<file path="config.mk">
export PLATFORM = sky130hd
export DESIGN_NAME = fdl_link_top
export DESIGN_NICKNAME = d
export VERILOG_FILES = /design/src/fdl_pkg.sv /design/src/fdl_destuff.sv /design/src/fdl_link_top.sv
export SDC_FILE = /design/constraint.sdc
export NUM_CORES = 1
export LEC_CHECK = 0
export BUFFER_PORTS_ARGS = -buffer_cell sky130_fd_sc_hd__buf_2
export CAP_MARGIN = 0
export CORE_ASPECT_RATIO = 0.75
export CORE_MARGIN = 2
export CORE_UTILIZATION = 40
export CTS_CLUSTER_DIAMETER = 30
export DETAILED_ROUTE_END_ITERATION = 8
export GPL_ROUTABILITY_DRIVEN = 1
export PLACE_DENSITY = 0.71
export SKIP_CTS_REPAIR_TIMING = 1
export SYNTH_ARGS = -nofsm -noshare
export SYNTH_HDL_FRONTEND = slang
export SYNTH_SLANG_ARGS = --single-unit
</file>
<file path="constraint.sdc">
create_clock -name clk_i -period 2.04 [get_ports clk_i]
set_clock_uncertainty 0.15 [all_clocks]
set_input_delay 0.102 -clock clk_i [delete_from_list [all_inputs] [get_ports clk_i]]
set_output_delay 0.102 -clock clk_i [all_outputs]
set_load 0.005 [all_outputs]
</file>
<file path="src/fdl_pkg.sv">
// Purpose: Shared constants and types for the data link send and legacy receive block
// Assumes: Wishbone word per register, byte address is four times the register index
// Notes: Only the low byte of each word carries data
//
// Functional notes
// Trigger rising edge sends code once
// Source select: pin or packet controller
// Code sent bit 0 first, bit 5 last
// FIFO register write pushes one packet byte
// Only one transmit source drives at once
// Packet path and legacy path share receive
// Received bits shift into eight bit register
// Full byte sets full flag, maskable interrupt
// Host reads each byte before next fills
// Byte matching either match byte sets flag
// Destuff drops zero after exactly five ones
// Zero after six or more ones kept
// Host should keep destuffing enabled
// First received bit lands in bit zero
// Match bytes at indexes 29h and 2Ah
// Match checked only on complete bytes
package fdl_pkg;

   // ***************************************************
   // Register indexes (byte address = index * 4)
   // ***************************************************
   localparam logic [7:0] IDX_CODE = 8'h07;   // Send code control
   localparam logic [7:0] IDX_FIFO = 8'h08;   // Packet transmit FIFO data
   localparam logic [7:0] IDX_RXBYTE = 8'h28; // Legacy receive byte
   localparam logic [7:0] IDX_M1 = 8'h29;     // Match byte one
   localparam logic [7:0] IDX_M2 = 8'h2a;     // Match byte two
   localparam logic [7:0] IDX_STAT = 8'h30;   // Sticky status, write one to clear
   localparam logic [7:0] IDX_MASK = 8'h31;   // Interrupt mask, same layout
   localparam logic [7:0] IDX_CTRL = 8'h32;   // Receive control

   // ***************************************************
   // Field positions
   // ***************************************************
   localparam int TRIG_BIT = 7;        // Send code trigger
   localparam int SEL_BIT = 6;         // Link source select
   localparam int CODE_W = 6;          // Code width
   localparam int STAT_MATCH = 2;      // Match flag and mask
   localparam int STAT_FULL = 4;       // Buffer full flag and mask
   localparam int CTRL_DESTUFF = 0;    // Destuff enable
   localparam int CTRL_FS = 1;         // Receive from framing signal bits
   localparam logic [7:0] STAT_USED = 8'h14; // Implemented status bits

   // ***************************************************
   // Reset values and counts
   // ***************************************************
   localparam logic [7:0] CODE_RST = 8'h00;
   localparam logic [7:0] MATCH_RST = 8'h00;
   localparam logic [7:0] MASK_RST = 8'h00;
   localparam logic [7:0] CTRL_RST = 8'h00;
   localparam logic [2:0] CODE_LAST = 3'h5;  // Index of last code bit
   localparam logic [2:0] BYTE_LAST = 3'h7;  // Index of last byte bit
   localparam logic [2:0] STUFF_RUN = 3'h5;  // Ones before a stuffed zero

   // Code sender states
   typedef enum logic {
      CS_IDLE = 1'b0,
      CS_SEND = 1'b1
   } fdl_code_st_t;

endpackage : fdl_pkg

</file>
<file path="src/fdl_destuff.sv">
// Purpose: Zero destuffer for the legacy receive bit stream
// Assumes: One bit per valid strobe
// Notes: Output is registered, one cycle behind the input
`timescale 1ns/1ps
module fdl_destuff
   import fdl_pkg::*;
(
   input wire logic clk_i,
   input wire logic rst_i,
   input wire logic en_i,    // Destuff enable
   input wire logic bit_i,   // Incoming bit
   input wire logic valid_i, // Incoming bit strobe
   output logic bit_o,       // Passed bit
   output logic valid_o      // Passed bit strobe
);

   typedef struct packed {
      logic b;          // Held bit
      logic v;          // Held strobe
      logic [2:0] ones; // Consecutive ones, saturating
   } fdl_dst_t;

   fdl_dst_t st_q;
   fdl_dst_t st_d;

   // ***************************************************
   // Next state
   // ***************************************************
   always_comb begin
      st_d = st_q;
      st_d.v = 1'b0;
      if (valid_i) begin
         st_d.b = bit_i;
         st_d.v = 1'b1;
         if (bit_i) begin
            // Count ones, stop at seven
            if (st_q.ones != 3'h7) begin
               st_d.ones = st_q.ones + 3'h1;
            end
         end else begin
            // Drop zero after exactly five ones
            if (en_i && st_q.ones == STUFF_RUN) begin
               st_d.v = 1'b0;
            end
            st_d.ones = 3'h0;
         end
      end
   end

   // State register
   always_ff @(posedge clk_i) begin
      if (rst_i) begin
         st_q <= '0;
      end else begin
         st_q <= st_d;
      end
   end

   assign bit_o = st_q.b;
   assign valid_o = st_q.v;
endmodule : fdl_destuff

</file>
<file path="src/fdl_link_top.sv">
// Purpose: Data link code sender, source select, FIFO write port, legacy receive
// Assumes: Frame stream strobes are synchronous to clk_i, one cycle wide
// Notes: Wishbone classic slave, one ack per access, data in low byte
//
// Design decision made here: the Wishbone interface to the registers.
`timescale 1ns/1ps
module fdl_link_top
   import fdl_pkg::*;
#(
   parameter int AW = 10 // Byte address width
)
(
   input wire logic clk_i,
   input wire logic rst_i,
   // Wishbone slave
   input wire logic cyc_i,
   input wire logic stb_i,
   input wire logic we_i,
   input wire logic [AW-1:0] adr_i,
   input wire logic [3:0] sel_i,
   input wire logic [31:0] dat_i,
   output logic [31:0] dat_o,
   output logic ack_o,
   // Transmit side
   input wire logic link_data_input_pin_i, // External link data
   input wire logic pkt_bit_i,             // Packet controller bit
   input wire logic tx_strobe_i,           // Frame takes one link bit
   output logic tx_link_o,                 // Selected link bit
   output logic pkt_take_o,                // Packet controller bit consumed
   output logic fifo_wr_o,                 // Packet FIFO push
   output logic [7:0] fifo_data_o,         // Packet FIFO byte
   // Receive side
   input wire logic rx_link_bit_i,         // Recovered link bit
   input wire logic framing_signal_bits_i, // Recovered framing signal bit
   input wire logic rx_valid_i,            // Receive bit strobe
   output logic pkt_rx_bit_o,              // Link bit to packet controller
   output logic pkt_rx_valid_o,            // Its strobe
   // Interrupt
   output logic irq_n_o                    // Active low level
);

   // ***************************************************
   // State
   // ***************************************************
   typedef struct packed {
      logic ack;              // Bus answer
      logic [7:0] dat;        // Read data
      logic [7:0] code_ctl;   // Send code control
      logic [7:0] m1;         // Match byte one
      logic [7:0] m2;         // Match byte two
      logic [7:0] stat;       // Sticky status
      logic [7:0] mask;       // Interrupt mask
      logic [7:0] ctrl;       // Receive control
      logic [7:0] shreg;      // Receive shifter
      logic [2:0] bitcnt;     // Bits in shifter
      logic [7:0] rxbyte;     // Completed byte
      fdl_code_st_t cst;      // Code sender state
      logic [5:0] code_sh;    // Code bits left
      logic [2:0] code_cnt;   // Code bits sent
      logic tx_bit;           // Link out
      logic pkt_take;         // Packet bit consumed
      logic fifo_wr;          // FIFO push
      logic [7:0] fifo_data;  // FIFO byte
      logic irq_n;            // Interrupt out
      logic pkt_rx_bit;       // Packet receive bit
      logic pkt_rx_valid;     // Packet receive strobe
   } fdl_state_t;

   fdl_state_t st_q;
   fdl_state_t st_d;

   logic [7:0] idx;        // Register index
   logic req;              // New bus request
   logic wr_go;            // Write at ack edge
   logic wr_code;          // Write to send code control
   logic trig_rise;        // Trigger written 0 to 1
   logic raw_bit;          // Selected receive bit
   logic dst_bit;          // Destuffed bit
   logic dst_valid;        // Destuffed strobe
   logic [7:0] new_byte;   // Shifter after this bit
   logic byte_done;        // Last bit of a byte
   logic is_match;         // Completed byte matches

   // ***************************************************
   // Decode
   // ***************************************************
   assign idx = adr_i[AW-1:2];
   // New request only while no ack stands
   assign req = cyc_i && stb_i && !st_q.ack;
   // Writes land on the edge the master sees ack
   assign wr_go = cyc_i && stb_i && we_i && st_q.ack && sel_i[0];
   assign wr_code = wr_go && idx == IDX_CODE;
   // Edge taken against the stored bit, so a held one is ignored
   assign trig_rise = wr_code && dat_i[TRIG_BIT] && !st_q.code_ctl[TRIG_BIT];

   // Receive bit source, legacy path only
   assign raw_bit = st_q.ctrl[CTRL_FS] ? framing_signal_bits_i : rx_link_bit_i;
   assign new_byte = {dst_bit, st_q.shreg[7:1]};
   assign byte_done = dst_valid && st_q.bitcnt == BYTE_LAST;
   assign is_match = new_byte == st_q.m1 || new_byte == st_q.m2;

   // ***************************************************
   // Destuffer
   // ***************************************************
   fdl_destuff u_destuff (
      .clk_i(clk_i),
      .rst_i(rst_i),
      .en_i(st_q.ctrl[CTRL_DESTUFF]),
      .bit_i(raw_bit),
      .valid_i(rx_valid_i),
      .bit_o(dst_bit),
      .valid_o(dst_valid)
   );

   // ***************************************************
   // Next state
   // ***************************************************
   always_comb begin
      st_d = st_q;
      st_d.ack = 1'b0;
      st_d.fifo_wr = 1'b0;
      st_d.pkt_take = 1'b0;

      // Bus answer and read mux
      if (req) begin
         st_d.ack = 1'b1;
         case (idx)
            IDX_CODE: st_d.dat = st_q.code_ctl;
            IDX_RXBYTE: st_d.dat = st_q.rxbyte;
            IDX_M1: st_d.dat = st_q.m1;
            IDX_M2: st_d.dat = st_q.m2;
            IDX_STAT: st_d.dat = st_q.stat;
            IDX_MASK: st_d.dat = st_q.mask;
            IDX_CTRL: st_d.dat = st_q.ctrl;
            default: st_d.dat = 8'h00; // Unmapped and write-only
         endcase
      end

      // Register writes
      if (wr_go) begin
         case (idx)
            IDX_CODE: st_d.code_ctl = dat_i[7:0];
            IDX_FIFO: begin
               // Push byte, bit 7 is MSB
               st_d.fifo_wr = 1'b1;
               st_d.fifo_data = dat_i[7:0];
            end
            IDX_M1: st_d.m1 = dat_i[7:0];
            IDX_M2: st_d.m2 = dat_i[7:0];
            IDX_STAT: st_d.stat = st_q.stat & ~dat_i[7:0];
            IDX_MASK: st_d.mask = dat_i[7:0] & STAT_USED;
            IDX_CTRL: st_d.ctrl = dat_i[7:0] & 8'h03;
            default: ;
         endcase
      end

      // Code sender
      case (st_q.cst)
         CS_IDLE: begin
            if (trig_rise) begin
               st_d.cst = CS_SEND;
               st_d.code_sh = dat_i[CODE_W-1:0];
               st_d.code_cnt = 3'h0;
            end
         end
         CS_SEND: begin
            if (trig_rise) begin
               // Fresh edge restarts the code
               st_d.code_sh = dat_i[CODE_W-1:0];
               st_d.code_cnt = 3'h0;
            end else if (tx_strobe_i && st_q.code_ctl[SEL_BIT]) begin
               // Bit 0 leaves first
               st_d.code_sh = {1'b0, st_q.code_sh[5:1]};
               st_d.code_cnt = st_q.code_cnt + 3'h1;
               if (st_q.code_cnt == CODE_LAST) begin
                  st_d.cst = CS_IDLE;
               end
            end
         end
         default: st_d.cst = CS_IDLE;
      endcase

      // Single source for the link bit
      if (!st_q.code_ctl[SEL_BIT]) begin
         st_d.tx_bit = link_data_input_pin_i;
      end else if (st_q.cst == CS_SEND) begin
         st_d.tx_bit = st_q.code_sh[0];
      end else begin
         st_d.tx_bit = pkt_bit_i;
         st_d.pkt_take = tx_strobe_i;
      end

      // Packet controller sees every raw link bit
      st_d.pkt_rx_bit = rx_link_bit_i;
      st_d.pkt_rx_valid = rx_valid_i;

      // Legacy shifter, first bit ends in bit 0
      if (dst_valid) begin
         st_d.shreg = new_byte;
         st_d.bitcnt = st_q.bitcnt + 3'h1;
         if (byte_done) begin
            // Old byte is overwritten if unread
            st_d.rxbyte = new_byte;
            st_d.stat[STAT_FULL] = 1'b1;
            if (is_match) begin
               st_d.stat[STAT_MATCH] = 1'b1;
            end
         end
      end

      // Level interrupt, low while unmasked flag set
      st_d.irq_n = ~|(st_d.stat & st_d.mask);
   end

   // ***************************************************
   // State register
   // ***************************************************
   always_ff @(posedge clk_i) begin
      if (rst_i) begin
         st_q <= '0;
         st_q.code_ctl <= CODE_RST;
         st_q.m1 <= MATCH_RST;
         st_q.m2 <= MATCH_RST;
         st_q.mask <= MASK_RST;
         st_q.ctrl <= CTRL_RST;
         st_q.cst <= CS_IDLE;
         st_q.irq_n <= 1'b1;
      end else begin
         st_q <= st_d;
      end
   end

   // ***************************************************
   // Outputs
   // ***************************************************
   // Every output is a flip-flop of the state
   assign dat_o = {24'h000000, st_q.dat};
   assign ack_o = st_q.ack;
   assign tx_link_o = st_q.tx_bit;
   assign pkt_take_o = st_q.pkt_take;
   assign fifo_wr_o = st_q.fifo_wr;
   assign fifo_data_o = st_q.fifo_data;
   assign pkt_rx_bit_o = st_q.pkt_rx_bit;
   assign pkt_rx_valid_o = st_q.pkt_rx_valid;
   assign irq_n_o = st_q.irq_n;
endmodule : fdl_link_top

</file>
---- Word-level counts from Yosys, hierarchy flattened ----
Index checks and enable logic that the tools add are counted.
word-level totals
  register bits ........................... 99
  bits of input ports ..................... 57
  word-level logic and storage cells ...... 103
cells by class
  $add $sub $neg .......................... 3
  equality and inequality tests ........... 17
  mux-type cells .......................... 25
  bitwise gates (word level) .............. 7
  reductions and logical operators ........ 27
operators by type and width
  kind                   count
  $pmux W8 S7            1
  $eq A8 B6 Y1 const B   6
  $mux W9                3
  $mux W24               1
  $mux W10               2
  $pmux W10 S2           1
  $and A8 B8 Y8          2
  $eq A8 B8 Y1           2
  $mux W8                2
  $reduce_and A2 Y1      8
  $mux W1                12
  $logic_and A1 B1 Y1    11
  $add A3 B1 Y3 const B  3
  $eq A3 B3 Y1 const B   3
  $eq A8 B3 Y1 const B   1
  $eq A8 B4 Y1 const B   1
  $not A8 Y8             1
  $reduce_or A8 Y1       1
  $mux W3                2
  $ne A2 B2 Y1 const B   2
  $not A1 Y1             4
  $reduce_or A2 Y1       2
  $logic_not A1 Y1       3
  $ne A3 B1 Y1 const B   1
  4 further kinds        4

---- Depth between registers and ports, before layout ----
Gate-level depths: netlist of the first run.
  depth in word-level cells ............... 11
  mapped depth ............................ 8
  depth with buffers taken out ............ 6

---- By module ----
From an unflattened synthesis of the first run, not the netlist that was laid out.
unflattened totals
  cells, all modules ...................... 533
  area, all modules ....................... 4787.1 sq um
modules (own cells, without submodules)
  module        times used  cells each  area an instance (sq um)  sequential area each (sq um)
  fdl_link_top  1           508         4525.6                    1861.8
  fdl_destuff   1           25          261.5                     100.1

---- Worst setup path before layout of the first run ----
No wires, ideal clock.
  kind .................................... in2reg
  start point ............................. in adr_i[9]
  end point ............................... reg st_q, in the netlist irq_n_o
  data arrival time ....................... 1907 ps
  setup slack ............................. -104 ps
  cell stages on the path ................. 8
  path buffers ............................ 2
  cell sequence ........................... or4b_1 -> buf_2 -> nor4_4 -> and2_1 -> buf_4 -> nand2_2 -> a32o_1 -> a221oi_2
between the ends
  cells in the longest elaborated chain, start to end .. 9
  elaborated cells on any way between the ends .. 13
ends and longest elaborated chain
  what                  RTL line             source
  start, declared       fdl_link_top.sv:19   input wire logic [AW-1:0] adr_i,
  $eq A8 B6 Y1          fdl_link_top.sv:141  case (idx)
  $mux W8               fdl_link_top.sv:141
  $mux W24 (*)          fdl_link_top.sv:140  if (wr_go) begin
  $mux W1               fdl_link_top.sv:205  if (is_match) begin
  $mux W1               fdl_link_top.sv:201  if (byte_done) begin
  $mux W1               fdl_link_top.sv:198  if (dst_valid) begin
  $and A8 B8 Y8 (*)     fdl_link_top.sv:212  st_d.irq_n = ~|(st_d.stat & st_d.mask);
  $reduce_or A8 Y1 (*)  fdl_link_top.sv:212
  $logic_not A1 Y1 (*)  fdl_link_top.sv:212
  end signal, assigned  fdl_link_top.sv:229  st_q <= st_d;
  end, declared         fdl_link_top.sv:69   fdl_state_t st_q;
Mark *: on every way between the ends. The rest lies on a longest branch, timed or not.
A chain may end at the register's enable or synchronous reset.

---- Worst setup path in the final report of the first run ----
  start point ............................. reg st_q, in the netlist ack_o
  end point ............................... reg st_q[57] (netlist bit)
between the ends
  cells in the longest elaborated chain, start to end .. 3
ends and longest elaborated chain
  what                              RTL line             source
  $logic_and A1 B1 Y1 (2 in a row)  fdl_link_top.sv:91   assign wr_go = cyc_i && stb_i && we_i && st_q.ack && sel_i[0];
  $mux W24                          fdl_link_top.sv:140
Every way passes these cells.

==> results of run 1 <==
cell type report:
| cell class | count | area, um^2 | area share [%] |
|---|---|---|---|
| timing repair buffer | 103 | 696 | 12.4 |
| inverter | 7 | 26.3 | 0.470 |
| sequential | 98 | 1960 | 35.1 |
| tap | 162 | 203 | 3.63 |
| clock buffer | 10 | 239 | 4.27 |
| multi-input combinational | 386 | 2400 | 42.9 |
| clock inverter | 6 | 65.1 | 1.16 |
state kept, by name (all words and copies together), names as in the netlist:
name,flops
ack_o,1
dat_o,8
fifo_data_o,8
fifo_wr_o,1
irq_n_o,1
new_byte,7
pkt_rx_bit_o,1
pkt_rx_valid_o,1
pkt_take_o,1
st_q,63
tx_link_o,1
u_destuff.bit_o,1
u_destuff.st_q,3
u_destuff.valid_o,1
synth_stat cells, types with 2 or more instances:
library cell	count	area, um^2
dfxtp_1	98	1960
nor2_1	62	233
nand2_1	55	206
mux2i_1	54	541
buf_4	41	308
a21oi_1	33	165
clkbuf_1	27	101
nand3_1	14	70.1
o21ai_0	13	65.1
and2_1	11	68.8
xor2_1	10	87.6
nor3_1	9	45.0
xnor2_1	9	78.8
a211oi_1	8	60.1
a22oi_1	8	60.1
nand3b_1	8	60.1
nor2b_1	8	50.1
ha_1	7	87.6
inv_1	7	26.3
nand2b_1	7	43.8
and3_1	6	37.5
nand4_1	6	37.5
nor3b_1	5	37.5
a31oi_1	4	25.0
a221o_1	3	30.0
a22o_1	3	26.3
nor4_1	3	18.8
a2111oi_0	2	17.5
a222oi_1	2	20.0
buf_2	2	10.0
through the flow:
stage	utilization, %	area (um^2)	setup WS [ps]	total power, uW
floorplan	-	4800	-99.4	2120
global placement	44.5	5130	-289	2190
detailed placement	44.5	5130	-256	2190
CTS	47.1	5430	-43.8	3910
global route	48.5	5590	-10.7	4040
finish	48.5	5590	56.5	3900
per-layer routing:
metal  vias to the layer above  share of wire, %  GRT usage [%]  routed length (um)
met4                         0               1.2           4.60                 148
met2                       135                43           29.2                5290
li1                       1926                 -              -                   -
met3                        13               7.8           6.79                 955
met1                      1894                48           27.8                5820
met5                         -                 0              0                   0
path summary, 6_finish.rpt:
check	cells after the start	end	start	slack, ps
setup reg to reg	6	st_q[57]$_SDFF_PP0_	ack_o$_SDFF_PP0_	60
hold / removal	5	fifo_wr_o$_SDFF_PP0_	adr_i[6]	50
hold reg to reg	2	st_q[66]$_SDFF_PP0_	st_q[66]$_SDFF_PP0_	310
setup / recovery	6	st_q[57]$_SDFF_PP0_	ack_o$_SDFF_PP0_	60
power by group through the flow:
stage | Sequential [uW] | Combinational [uW] | Clock (uW)
floorplan | 1980 | 149 | 0
finish | 1930 | 241 | 1730
CTS | 1930 | 215 | 1760
global placement | 1980 | 211 | 0
global route | 1930 | 262 | 1840
detailed placement | 1980 | 214 | 0
logic make-up after synthesis:
group	after synthesis	share of synthesized area, %
AOI/OAI and AO/OA	80	10.9
xor gates and xnor gates	19	3.54
adders and majority gates	7	1.86
buffers and inverters	78	9.55
DFF	98	41.7
muxes	54	11.5
other	1	0.0798
and+or+nand+nor	202	20.9
worst reg2reg max path: cells and delay by family (launching register included):
kind	cells	cell delay [ps]
buffers and inverters	1	160
AND/OR/NAND/NOR	5	1300
flip-flops	1	320
==> results.cfg, run 1 <==
[logic_synthesis]
synthesis.area_um2 = 4700
ys_types = 44
syn_inst = 539
syn_avg_cell_area_um2 = 8.72
ys_seq_area_share_pct = 41.7
synthArstFlopShare_pct = 0
ys.flop_type = dfxtp_1
ys_ff_latch = 98
yosysWarnings = 0
synth_edf_count = 0

[critical_path]
crit_type = register to register
crit_family = simple AND/OR/NAND/NOR gates
critPathLaunchType = register
path_cells = and2_1, and3_4, and3_1, buf_4, nor2_1, and2_1
end_kind = register
crit_path_max_incr_delay_ps = 440
critPathMaxFanout = 7
cp_common_cell = and2_1
required_ps = 2180
arrival_ps = 2120
cpMaxStageDelayCell = nor2_1
cp_num_buf_inv = 1

[final_layout]
diodes = 0
nFillCells = 1094
mostFrequentLayoutCells = 98 x dfxtp_1, 62 x nor2_1, 55 x nand2_1
layoutNonFillerInstCount = 772
drive_gt1_share_pct = 18.9
final_common_cell = dfxtp_1
syn_to_final_growth_pct = 18.9
final_nets = 669

[clock_network]
numCtsBuffers = 9
cts_root_buf = clkbuf_16
cts.clk_slew.worst_paths_ps = 70
cts_num_sinks = 98
clk_latency_ps = 340
cts.path.max_buffers = 2
cts_tree = done
ctsHtreeMaxLevel = 3

[routing]
drt_wl_total_mm = 12.2
first_pass_iters = 4
drt-initial-drc-count = 333
wl_per_cell_um = 15.8
drc = 0
vias_per_cell = 5.14
num_vias = 3968
final_antenna_net_count = 0

[placed_design]
dpl.hpwl_mm = 8.99
dp.cells = 742
place_congestion = 0.947
portBuffers = 50

[timing]
hold_viol_final = 0
period_needed_ps = 1980
tightest_slew_ps = 572
finalSetupTns_ps = 0
period_share_pct = 97.2
holdWs_ps = 45.2
slew_viol_final = 0
relSlewSlack_pct = 61.7
setup_violations = 0
fmax_mhz = 504

[job]
maxCapViolations = 0

[grt]
grt_pass1_vias = 3776
grt_max_degree = 37
grt_pass1_wl_mm = 19.4
globalRouteOverflowTotal = 0
grt_usage_pct = 19.8
antenna_found_initial = 0

[floorplan]
dieArea_um2 = 12600
initial_utilization_pct = 40.8
die_x_um = 129
io_pins = 104
rows = 34
core_region_area_um2 = 11500
die_h_um = 97.9

[power_and_ir_drop]
power-per-cell-area_nw_per_um2 = 698
swShare_pct = 22.9
switchingPower_uw = 895
combinationalPowerShare_pct = 6.2
max-vdd-ir-drop_mv = 0.416
p_int_uw = 3010
leakagePower_uw = 0.00240
clkPwrFrac_pct = 44.3
seq_power_share_pct = 49.6

[run_status]
status = complete, no violations

[min_path]
holdCritPathClass = input pin to register
Power figures use the tool's default switching activity.
==> inputs of run 2 (changes only) <==
Settings changed: CELL_PAD_IN_SITES_DETAIL_PLACEMENT set to 0, CELL_PAD_IN_SITES_GLOBAL_PLACEMENT set to 1, CORE_UTILIZATION 40 to 36, PLACE_DENSITY 0.71 to 0.82.
==> results.cfg, run 2 (synthesized netlist as in run 1, its figures left out) <==
[run_status]
status = complete, no violations

[clock_network]
cts.clk_slew.worst_paths_ps = 70
cts_num_sinks = 98
cts_tree = done
ctsHtreeMaxLevel = 3
numCtsBuffers = 9
cts.path.max_buffers = 2
cts_root_buf = clkbuf_16
clk_latency_ps = 340

[routing]
first_pass_iters = 5
drt_wl_total_mm = 12.6
final_antenna_net_count = 0
wl_per_cell_um = 16.2
vias_per_cell = 5.04
drt-initial-drc-count = 360
drc = 0
num_vias = 3926

[grt]
grt_pass1_vias = 3677
antenna_found_initial = 0
globalRouteOverflowTotal = 0
grt_pass1_wl_mm = 19.7
grt_max_degree = 48
grt_usage_pct = 18.5

[job]
maxCapViolations = 0

[critical_path]
cp_common_cell = and2_1
crit_path_max_incr_delay_ps = 350
required_ps = 2150
critPathLaunchType = register
critPathMaxFanout = 12
cp_num_buf_inv = 1
end_kind = register
cpMaxStageDelayCell = dfxtp_1
crit_type = register to register
crit_family = simple AND/OR/NAND/NOR gates
path_cells = and2_1, and3_1, buf_4, and2_1, nand2_2, a32o_1, a221oi_2
arrival_ps = 2050

[floorplan]
die_h_um = 103
die_x_um = 136
dieArea_um2 = 14000
core_region_area_um2 = 12900
initial_utilization_pct = 36.5
rows = 36
io_pins = 104

[placed_design]
place_congestion = 0.857
placed_area_um2 = 5180
dpl.hpwl_mm = 9.07
portBuffers = 50

[final_layout]
drive_gt1_share_pct = 18.6
syn_to_final_growth_pct = 18.4
design_area_um2 = 5570
final_common_cell = dfxtp_1
mostFrequentLayoutCells = 98 x dfxtp_1, 62 x nor2_1, 55 x nand2_1
regMostFlops = st_q
diodes = 0
final_nets = 668
final_util_pct = 43.2
largest_register_ffs = 63
nFillCells = 1294

[power_and_ir_drop]
leakagePower_uw = 0.00239
max-vdd-ir-drop_mv = 0.382
power-per-cell-area_nw_per_um2 = 675

[timing]
period_share_pct = 95.4
relSlewSlack_pct = 60.0
period_needed_ps = 1950
rsz0062_at_grt = false
fmax_mhz = 514
hold_viol_final = 0
tightest_slew_ps = 598
setup_violations = 0
slew_viol_final = 0

[min_path]
holdCritPathClass = input pin to register
-- run 2: final timing paths --
kind / depth (start not counted) / endpoint / start / slack, ps
setup / recovery: 7 / irq_n_o$_SDFF_PP1_ / ack_o$_SDFF_PP0_ / 90
hold / removal: 3 / st_q[79]$_SDFFE_PP0P_ / dat_i[4] / 10
setup reg to reg: 7 / irq_n_o$_SDFF_PP1_ / ack_o$_SDFF_PP0_ / 90
hold reg to reg: 2 / dat_o[4]$_SDFFE_PP0P_ / dat_o[4]$_SDFFE_PP0P_ / 300
-- run 2: where the power goes --
group	internal, uW	switching (uW)
combinational	101	148
clock	849	723
sequential	1920	8.74
-- run 2: area by class of cell --
class	instances	area (um^2)	share of cell area, %
clock inverter	5	31.3	0.562
timing repair buffer	102	706	12.7
sequential	98	1960	35.3
tap	171	214	3.84
multi-input combinational	386	2390	42.9
clock buffer	10	239	4.29
inverter	7	26.3	0.472
-- run 2: worst register-to-register path: cells and delay by family (launching register included) --
| kind | cells | cell delay (ps) |
|---|---|---|
| and+or+nand+nor | 4 | 690 |
| AOI/OAI and AO/OA | 2 | 470 |
| DFF | 1 | 350 |
| buffers and inverters | 1 | 200 |
-- run 2: stage by stage --
stage          TNS, ps  hold WS [ps]  total power [uW]  std cells  setup slack, ps
2_1_floorplan     -143          31.1              2120        562            -99.4
3_3_place_gp      -507           182              2200        753             -138
3_5_place_dp      -637           189              2210        753             -171
4_1_cts              0          -168              3760        768              106
5_1_grt              0          7.40              3900        779             34.7
6_report             0          9.85              3750        779             93.2
-- run 2: layer usage --
metal  up-vias  GRT usage, %  routed length, um
li1       1922             -                  -
met1      1876          26.6               6250
met2       114          28.4               5420
met3        14          3.44                764
met4         0          5.05                172
met5         -             0                  0
==> inputs of run 3 (changes only) <==
Clock period 2.04 ns to 1.64 ns, I/O delays scaled along.
==> results.cfg, run 3 (synthesized netlist as in run 1, its figures left out) <==
[power_and_ir_drop]
p_int_uw = 3850
seq_power_share_pct = 48.3
leakagePower_uw = 0.00261
switchingPower_uw = 1130
power-per-cell-area_nw_per_um2 = 803
swShare_pct = 22.6
max-vdd-ir-drop_mv = 0.435
combinationalPowerShare_pct = 7.3
clkPwrFrac_pct = 44.4

[final_layout]
largest_register_ffs = 63
final_nets = 693
syn_to_final_growth_pct = 31.7
design_area_um2 = 6190
regMostFlops = st_q
mostFrequentLayoutCells = 95 x dfxtp_1, 57 x nor2_1, 53 x mux2i_1
final_util_pct = 48.1
diodes = 0
drive_gt1_share_pct = 30.8
final_common_cell = dfxtp_1

[critical_path]
arrival_ps = 1940
critPathMaxFanout = 5
rr_startpoint = st_q[32]$_SDFFE_PP0P_
startpoint = adr_i[9]
end_kind = register
required_ps = 1760
crit_type = input pin to register
critPathLaunchType = input pin

[routing]
drt_wl_total_mm = 13.1
drt-initial-drc-count = 235
first_pass_iters = 6
final_antenna_net_count = 0
drc = 0
wl_met3_um = 737
top_layer = met4
num_vias = 4051
wl_met1_mm = 6.38
vias_per_cell = 5.03
route.met2.wl_mm = 5.84
wl_per_cell_um = 16.3

[floorplan]
die_h_um = 103
io_pins = 104
initial_utilization_pct = 36.5
rows = 36
die_x_um = 136
core_region_area_um2 = 12900
dieArea_um2 = 14000

[timing]
slew_viol_final = 0
fmax_mhz = 547
period_needed_ps = 1830
hold_viol_final = 1
layout_setup_ws_ps = -189
setup_violations = 7
tightest_slew_ps = 489
rsz0062_at_grt = true
finalSetupTns_ps = -502
period_share_pct = 112
holdWs_ps = -0.158
relSlewSlack_pct = 66.5

[clock_network]
cts_root_buf = clkbuf_16
cts.clk_slew.worst_paths_ps = 70
cts.path.max_buffers = 2
cts_tree = done
clk_latency_ps = 350
numCtsBuffers = 9
cts_num_sinks = 98
ctsHtreeMaxLevel = 3

[run_status]
status = complete, but fails checks
violations = hold timing, setup timing

[grt]
grt_pass1_vias = 3687
grt_usage_pct = 18.3
grt_pass1_wl_mm = 19.6
grt_max_degree = 26
antenna_found_initial = 0
globalRouteOverflowTotal = 0

[placed_design]
place_congestion = 0.896
placed_area_um2 = 5330
dp_slack_ps = -574
portBuffers = 50
dpl.hpwl_mm = 9.30

[job]
maxCapViolations = 0

[min_path]
holdCritPathClass = input pin to register
worstHoldStart = dat_i[4]
run 3: path summary, 6_finish.rpt:
path	endpoint	slack, ps	cells past startpoint
setup reg to reg	irq_n_o$_SDFF_PP1_	-130	6
hold / removal	st_q[21]$_SDFFE_PP0P_	-0.2	3
setup / recovery	irq_n_o$_SDFF_PP1_	-190	8
hold reg to reg	st_q[24]$_SDFFE_PP0P_	310	2
run 3: area by class of cell:
class                           instances  area (um^2)
Tap cell                              171          214
Multi-Input combinational cell        386         2720
Fill cell                            1230         6690
Clock inverter                          4         48.8
Inverter                                7         26.3
Sequential cell                        98         1970
Clock buffer                           12          267
Timing Repair Buffer                  127          956
run 3: critical path, cell delays in order:
cell and delay [ps]:
buf_6 90, or4b_4 580, nor4_4 300, buf_6 170
a31oi_1 110, a311oi_2 290, a211oi_2 140, a221oi_2 180
run 3: layer usage:
layer,up-vias,GRT usage (%)
li1,1979,-
met1,1946,25.0
met2,112,28.7
met3,14,4.52
met4,0,5.29
met5,-,0
run 3: power groups by stage:
stage / sequential, uW / combinational (uW) / clock [uW]
6_report: 2400 / 363 / 2210
5_1_grt: 2400 / 392 / 2350
4_1_cts: 2400 / 302 / 2270
3_3_place_gp: 2460 / 295 / 0
3_5_place_dp: 2460 / 300 / 0
2_1_floorplan: 2460 / 188 / 0
run 3: stage by stage:
| step | power [uW] | hold WS, ps | instances |
|---|---|---|---|
| floorplan | 2650 | 11.1 | 562 |
| global placement | 2750 | 163 | 767 |
| detailed placement | 2760 | 165 | 767 |
| CTS | 4980 | -200 | 783 |
| global route | 5150 | 4.99 | 805 |
| finish | 4980 | -0.158 | 805 |
